==> src/include/tccs_map.vh <==
// Register addresses, field layout, reset values and divider taps for the timers
`ifndef TCCS_MAP_VH
`define TCCS_MAP_VH

// Register byte addresses
`define TCCS_ADDR_SEL0    16'hff6a
`define TCCS_ADDR_SEL1    16'hff8c
// Select field layout and reset value
`define TCCS_SEL_MSB      2
`define TCCS_SEL_RESET    8'h00
`define TCCS_CNT_RESET    8'h00
// Select codes
`define TCCS_CODE_FALL    3'h0
`define TCCS_CODE_RISE    3'h1
`define TCCS_CODE_DIV1    3'h2
`define TCCS_CODE_DIV2    3'h3
`define TCCS_CODE_DIVA    3'h4
`define TCCS_CODE_DIVB    3'h5
`define TCCS_CODE_DIVC    3'h6
`define TCCS_CODE_DIVD    3'h7
// Prescaler tap positions (divide by 2^(tap+1))
`define TCCS_PRE_W        13
`define TCCS_TAP_DIV2     0
`define TCCS_TAP_DIV4     1
`define TCCS_TAP_DIV16    3
`define TCCS_TAP_DIV64    5
`define TCCS_TAP_DIV256   7
`define TCCS_TAP_DIV4096  11
`define TCCS_TAP_DIV8192  12

`endif

==> src/tccs_timer_clksel.v <==
// Count clock selection and 8-bit counters for two timer/event units
`timescale 1ns/1ps
// How it works
// - Bits 2..0 of each unit's select register choose its count clock.
// - Code 000 counts on external input falling edges, 001 on rising edges.
// - Unit 0 codes 010..111 pick core clock over 1, 2, 4, 64, 256, 8192.
// - Unit 1 codes 010..111 pick core clock over 1, 2, 16, 64, 256, 4096.
// - Reset clears both select registers, choosing the falling edge.
// - Select registers take byte writes and single-bit writes and read back.
// - Each counter increments once per selected count clock edge.
// - A cleared run bit holds the counter at zero; set, it counts.
`include "tccs_map.vh"

module tccs_timer_clksel (
    input  wire        core_clk,   // Peripheral clock, 25 MHz
    input  wire        resetn,     // Asynchronous reset, active low
    input  wire [15:0] addr,       // Register address
    input  wire        wr_en,      // Write strobe
    input  wire        bit_wr,     // Single-bit write when high
    input  wire [2:0]  bit_sel,    // Bit index for single-bit write
    input  wire [7:0]  wdata,      // Write data; bit write uses wdata[0]
    input  wire        rd_en,      // Read strobe
    output reg  [7:0]  rdata,      // Read data
    input  wire        unit0_ext_count_input, // Unit 0 external input
    input  wire        unit1_ext_count_input, // Unit 1 external input
    input  wire        unit0_count_run_bit,   // Unit 0 run control
    input  wire        unit1_count_run_bit,   // Unit 1 run control
    output reg  [7:0]  unit0_counter_value,   // Unit 0 count
    output reg  [7:0]  unit1_counter_value,   // Unit 1 count
    output reg         unit0_count_pulse,     // Unit 0 count enable seen
    output reg         unit1_count_pulse      // Unit 1 count enable seen
);

    reg  [7:0]              unit0_count_clock_select;
    reg  [7:0]              unit1_count_clock_select;
    reg  [`TCCS_PRE_W-1:0]  prescale;
    reg  [`TCCS_PRE_W-1:0]  prescale_q;
    reg  [2:0]              in0_sync;   // [0] is the first flop only
    reg  [2:0]              in1_sync;
    wire [`TCCS_PRE_W-1:0]  tap_rise;
    wire                    en0;
    wire                    en1;
    wire                    fall0;
    wire                    rise0;
    wire                    fall1;
    wire                    rise1;
    wire                    sel0_hit;
    wire                    sel1_hit;

    // Merge a byte or single-bit write into a select register
    // A bit write changes one bit and leaves the others as they were
    function [7:0] tccs_merge;
        input [7:0] old;
        input       is_bit;
        input [2:0] idx;
        input [7:0] data;
        reg   [7:0] tmp;
        begin
            tmp = old;
            if (is_bit) begin
                tmp[idx] = data[0];
            end else begin
                tmp = data;
            end
            tccs_merge = tmp;
        end
    endfunction

    // Pick the count enable for one unit from its select code
    // tap_a and tap_d carry the divider taps that differ between units
    function tccs_pick;
        input [2:0] code;
        input       fall;
        input       rise;
        input       tap_a;
        input       tap_d;
        input [`TCCS_PRE_W-1:0] taps;
        begin
            case (code)
                `TCCS_CODE_FALL: tccs_pick = fall;
                `TCCS_CODE_RISE: tccs_pick = rise;
                `TCCS_CODE_DIV1: tccs_pick = 1'b1;
                `TCCS_CODE_DIV2: tccs_pick = taps[`TCCS_TAP_DIV2];
                `TCCS_CODE_DIVA: tccs_pick = tap_a;
                `TCCS_CODE_DIVB: tccs_pick = taps[`TCCS_TAP_DIV64];
                `TCCS_CODE_DIVC: tccs_pick = taps[`TCCS_TAP_DIV256];
                default:         tccs_pick = tap_d;
            endcase
        end
    endfunction

    // Address decode for the two select registers
    assign sel0_hit = (addr == `TCCS_ADDR_SEL0);
    assign sel1_hit = (addr == `TCCS_ADDR_SEL1);

    // Unit 0 select register: byte and bit writes, cleared on reset
    // Bits 7..3 are stored as written; keeping them zero is up to software
    always @(posedge core_clk or negedge resetn) begin
        if (!resetn) begin
            unit0_count_clock_select <= `TCCS_SEL_RESET;
        end else if (wr_en && sel0_hit) begin
            unit0_count_clock_select <= tccs_merge(
                unit0_count_clock_select, bit_wr, bit_sel, wdata);
        end
    end

    // Unit 1 select register: same write behaviour as unit 0
    always @(posedge core_clk or negedge resetn) begin
        if (!resetn) begin
            unit1_count_clock_select <= `TCCS_SEL_RESET;
        end else if (wr_en && sel1_hit) begin
            unit1_count_clock_select <= tccs_merge(
                unit1_count_clock_select, bit_wr, bit_sel, wdata);
        end
    end

    // Read port; unmapped addresses read zero
    // A read in the same cycle as a write returns the old value
    always @(posedge core_clk or negedge resetn) begin
        if (!resetn) begin
            rdata <= `TCCS_SEL_RESET;
        end else if (rd_en) begin
            if (sel0_hit) begin
                rdata <= unit0_count_clock_select;
            end else if (sel1_hit) begin
                rdata <= unit1_count_clock_select;
            end else begin
                rdata <= `TCCS_SEL_RESET;
            end
        end
    end

    // Free-running prescaler shared by both units
    // It never stops, so the first divided pulse after a start comes
    // anywhere from one cycle to a full period later
    always @(posedge core_clk or negedge resetn) begin
        if (!resetn) begin
            prescale   <= {`TCCS_PRE_W{1'b0}};
            prescale_q <= {`TCCS_PRE_W{1'b0}};
        end else begin
            prescale   <= prescale + {{(`TCCS_PRE_W-1){1'b0}}, 1'b1};
            prescale_q <= prescale;
        end
    end

    // One-cycle pulse at each rising edge of every divided tap
    assign tap_rise = prescale & ~prescale_q;

    // Unit 0 pin: two synchroniser flops plus one history flop
    // A level held for less than one cycle may be missed
    always @(posedge core_clk or negedge resetn) begin
        if (!resetn) begin
            in0_sync <= 3'h0;
        end else begin
            in0_sync <= {in0_sync[1:0], unit0_ext_count_input};
        end
    end

    // Unit 1 pin: same chain as unit 0
    always @(posedge core_clk or negedge resetn) begin
        if (!resetn) begin
            in1_sync <= 3'h0;
        end else begin
            in1_sync <= {in1_sync[1:0], unit1_ext_count_input};
        end
    end

    // Edges seen between the second synchroniser flop and the history flop
    assign fall0 = in0_sync[2] & ~in0_sync[1];
    assign rise0 = in0_sync[1] & ~in0_sync[2];
    assign fall1 = in1_sync[2] & ~in1_sync[1];
    assign rise1 = in1_sync[1] & ~in1_sync[2];

    // Unit 0 count enable from the low select bits
    assign en0 = tccs_pick(
        unit0_count_clock_select[`TCCS_SEL_MSB:0],
        fall0,
        rise0,
        tap_rise[`TCCS_TAP_DIV4],
        tap_rise[`TCCS_TAP_DIV8192],
        tap_rise);

    // Unit 1 count enable; its taps differ at codes 100 and 111
    assign en1 = tccs_pick(
        unit1_count_clock_select[`TCCS_SEL_MSB:0],
        fall1,
        rise1,
        tap_rise[`TCCS_TAP_DIV16],
        tap_rise[`TCCS_TAP_DIV4096],
        tap_rise);

    // Unit 0 counter: cleared while stopped, advances on each enable
    // The pulse output marks the cycle in which the count moved
    // The count wraps from ff to 00 with no flag of its own
    always @(posedge core_clk or negedge resetn) begin
        if (!resetn) begin
            unit0_counter_value <= `TCCS_CNT_RESET;
            unit0_count_pulse   <= 1'b0;
        end else begin
            unit0_count_pulse <= unit0_count_run_bit & en0;
            if (!unit0_count_run_bit) begin
                unit0_counter_value <= `TCCS_CNT_RESET;
            end else if (en0) begin
                unit0_counter_value <= unit0_counter_value + 8'h01;
            end
        end
    end

    // Unit 1 counter: same behaviour as unit 0
    always @(posedge core_clk or negedge resetn) begin
        if (!resetn) begin
            unit1_counter_value <= `TCCS_CNT_RESET;
            unit1_count_pulse   <= 1'b0;
        end else begin
            unit1_count_pulse <= unit1_count_run_bit & en1;
            if (!unit1_count_run_bit) begin
                unit1_counter_value <= `TCCS_CNT_RESET;
            end else if (en1) begin
                unit1_counter_value <= unit1_counter_value + 8'h01;
            end
        end
    end

endmodule

==> config.mk <==
export PLATFORM = sky130hd
export DESIGN_NAME = tccs_timer_clksel
export DESIGN_NICKNAME = d
export VERILOG_FILES = /design/src/tccs_timer_clksel.v
export VERILOG_INCLUDE_DIRS = /design/src /design/src/include
export SDC_FILE = /design/constraint.sdc
export NUM_CORES = 1
export LEC_CHECK = 0
export ABC_AREA = 1
export ABC_CLOCK_PERIOD_IN_PS = 2300
export BUFFER_PORTS_ARGS = -buffer_cell sky130_fd_sc_hd__buf_2
export CAP_MARGIN = 15
export CELL_PAD_IN_SITES_DETAIL_PLACEMENT = 1
export CELL_PAD_IN_SITES_GLOBAL_PLACEMENT = 1
export CORE_MARGIN = 10
export CORE_UTILIZATION = 44
export CTS_CLUSTER_DIAMETER = 100
export CTS_CLUSTER_SIZE = 12
export DETAILED_ROUTE_END_ITERATION = 8
export PLACE_DENSITY = 0.95
export SKIP_LAST_GASP = 1
export SLEW_MARGIN = 20
export SYNTH_ARGS = -nofsm -noshare
export SYNTH_HDL_FRONTEND = slang
export SYNTH_SLANG_ARGS = --single-unit
==> constraint.sdc <==
create_clock -name core_clk -period 2.3 [get_ports core_clk]
set_input_delay 0.69 -clock core_clk [delete_from_list [all_inputs] [get_ports core_clk]]
set_output_delay 0.69 -clock core_clk [all_outputs]
set_load 0.01 [all_outputs]
==> results.rst <==
.. list-table::
   :header-rows: 1

   * - Metric
     - Value
   * - Outcome
     - finished clean
   * - Total via count in the routed design
     - 3456
   * - Global-route usage over all layers
     - 0.177
   * - Hpwl dp
     - 8.00 mm
   * - Routed wire length per instance
     - 16.6 um
   * - Number of levels in the clock H-tree
     - 3
   * - Initial antenna violation count
     - 0
   * - Critical path data required time
     - 1.61 ns
   * - Gpl congestion
     - 0.854
   * - Maximum achievable frequency
     - 0.594 GHz
   * - Worst-path clk slew
     - 0.08 ns
   * - Layout-stage area growth over the synthesis result
     - 15.8%
   * - Count of mapped cells out of synthesis
     - 482
   * - Worst path arrival time
     - 0.99 ns
   * - Switching power of the nets
     - 636 uW
   * - Hold slack final
     - 0.251 ns
   * - Number of buffers inserted by hold repair at cts
     - 0
   * - Number of buffers added for setup after CTS
     - 0
   * - Share of power burned in combinational logic
     - 0.094
   * - Die Area
     - 12300 um2
   * - Startpoint of the most critical register-to-register path
     - unit1_count_clock_select[0]
   * - Post-synthesis instance area
     - 3630 um2
   * - Post-route DRC
     - 0
   * - Site row count
     - 33
   * - Fill cell instance count of the final layout
     - 1055
   * - Number of buffers inserted by port buffering
     - 61
   * - Sequence of cells on the critical path
     - buf_2
   * - Final setup skew
     - 0.00892 ns
   * - Crit path buffers/inverters
     - 1
   * - Largest net degree at the start of global routing
     - 37
   * - Cell-internal power
     - 1.67 mW
   * - Initial DRC count
     - 183
   * - Gate family responsible for the most delay along the worst path
     - flip-flops
   * - Worst Tran Pin Value
     - 0.543 ns
   * - Post-layout nets
     - 586
   * - Root Driver
     - clkbuf_8
   * - Pwr dens
     - 547 nW/um2
   * - Syn Area/Cell
     - 7.53 um2
   * - Fraction of the yosys area taken by sequential cells
     - 0.469
   * - Synthesized netlist net count
     - 521
   * - Total count of hold-check failures in the final report
     - 0
   * - Number of global-route vias before repair
     - 3715
   * - Vert. Die Dim
     - 111 um
   * - Biggest cell delay along the critical path
     - 0.45 ns
   * - Critical Path Slowest Stage Cell
     - dfrtp_1
   * - Setup WS pre-CTS
     - 0.339 ns
   * - Relative contribution of sequential cells to total power
     - 0.539
   * - Post-layout minimum cycle time
     - 1.68 ns
   * - Power share of the clock group
     - 0.368
   * - Floorplan die width
     - 111 um
   * - Startpoint-to-endpoint class of the critical path
     - reg -> out
   * - Initial core utilization
     - 0.446
   * - Clock net sink count
     - 68
   * - Setup repair after global routing missed its margin
     - false
   * - First-pass GRT wire length
     - 18.3 mm
   * - Number of synthesized register bits
     - 68
   * - Total negative setup slack
     - 0 ns
   * - Buffer depth of the longest clock path
     - 2
   * - Core Area
     - 8130 um2
   * - Most area-consuming cells after synthesis
     - dfrtp_1, nand2_1, nand3_1
   * - Setup WS post-layout
     - 0.618 ns
   * - Count of cells along the worst register-to-register path
     - 8
   * - Cell leakage power
     - 2.38 nW
   * - Worst hold path class
     - in -> async
   * - Total of max-cap violations
     - 0
   * - Layout cell share with drive strength beyond 1
     - 0.174
   * - Maximum fanout along the worst path
     - 5
   * - Total iterations of the first detailed-routing run
     - 6
   * - Source-to-sink clock delay at the later pin of the worst-skew pair
     - 0.37 ns
   * - Overall overflow remaining after global route
     - 0
   * - Final number of max-transition violations
     - 0
   * - R2r endpoint
     - unit1_counter_value[1]
   * - VDD IR-drop max
     - 0.277 mV
   * - Startpoint types
     - register
   * - Post-CTS resize count
     - 0
   * - Number of warnings issued by yosys
     - 0
   * - Count of antenna diodes in the layout
     - 0
   * - Mean number of vias per cell
     - 5.27
   * - CTS tree
     - yes
   * - Switch share
     - 0.276
   * - Worst-case register-to-register setup slack
     - 0.72 ns
   * - Fin crit share
     - 0.731
   * - Number of buffers added by the clock tree synthesis step
     - 9
   * - Tightest slew margin relative to the limit
     - 0.637
   * - Number of nets with antenna violations after routing
     - 0
   * - Cell taking the most area after synthesis
     - dfrtp_1
   * - Top Ports
     - 62
   * - Synth unique cells
     - 28
   * - Share of the synthesized area in the top cell type
     - 0.469
   * - Number of endpoints failing setup at the final stage
     - 0
   * - Overall routed net length
     - 10.9 mm
   * - Worst Setup End Kind
     - output port
[worst max-delay path by stage]
stage	start	to	slack [ns]	cells after the start
global route	addr[1]	unit1_count_clock_select[2]	0.52	9
CTS	unit1_counter_value[5]	unit1_counter_value[5]	0.62	1
finish	unit1_counter_value[3]	unit1_counter_value[3]	0.62	1
global placement	addr[0]	unit0_count_clock_select[1]	0.42	9
detailed placement	addr[5]	rdata[4]	0.34	10
floorplan	addr[9]	unit0_count_clock_select[5]	0.68	10
[synth_stat cells, drive strengths merged]
cell type	instances
clkbuf	5
nor3	3
inv	56
dfrtp	68
nand4	28
a31oi	1
o21bai	2
ha	3
buf	5
nand3	49
xor2	14
nor2	44
nand2	186
a21boi	1
xnor2	2
o21ai	7
a21oi	7
nand3b	1
[sequential cells by signal, indices dropped and copies added (netlist names)]
signal                    cells
prescale                     13
rdata                         8
unit0_count_clock_select      8
unit0_counter_value           8
unit1_count_clock_select      8
unit1_counter_value           8
prescale_q                    7
in0_sync                      3
in1_sync                      3
unit0_count_pulse             1
unit1_count_pulse             1
[cell type report]
cell class	instances	area (um2)	share of cell area
well taps	105	131	0.0313
repair buffers	64	340	0.0810
clock inverters	5	30.0	0.00714
clock buffers	10	128	0.0304
inverters	56	210	0.0500
multi-input cells	348	1660	0.396
flip-flops and latches	68	1700	0.405
[metrics by stage]
step | area, um2 | total power [mW] | util | cells
CTS | 4200 | 2.31 | 0.517 | 656
detailed placement | 4050 | 1.48 | 0.497 | 641
global placement | 4050 | 1.46 | 0.497 | 641
global route | 4200 | 2.39 | 0.517 | 656
finish | 4200 | 2.30 | 0.517 | 656
floorplan | 3630 | 1.36 | - | 482
[layout by cell type, fill, tap and decap left out, types with 3 or more instances in the layout]
master / count
clkbuf_8: 9
dfrtp_1: 68
ha_1: 3
nand4_1: 28
a21oi_1: 7
nand2_1: 179
buf_2: 61
clkinv_2: 3
o21ai_0: 7
nand3_1: 47
inv_2: 4
xor2_1: 14
inv_1: 52
nor2_1: 40
nand2_2: 6
[logic make-up (layout without fill, tap and decap cells)]
family	Yosys count	count (layout)	synth area share
xor+xnor	16	16	0.0386
buf+inv	66	135	0.0734
compound gates	18	18	0.0272
flops	68	68	0.469
simple gates	311	311	0.382
fa+ha+maj	3	3	0.0103
[per-layer routing]
metal	GRT usage	routed length (um)	part of all wire	up-vias
li1	-	-	-	1656
met1	0.198	4540	0.42	1707
met2	0.312	5620	0.52	68
met3	0.0379	431	0.040	25
met4	0.0859	282	0.026	0
met5	0	0	0	-
[power by group through the flow]
stage                     Sequential, mW  Combinational [mW]  Clock (mW)
final                               1.24               0.216       0.846
after global placement              1.26               0.203           0
after global routing                1.24               0.245       0.900
after detailed placement            1.26               0.215           0
after floorplan                     1.26              0.0964           0
after CTS                           1.24               0.218       0.856
Power figures use the tool's default switching activity.
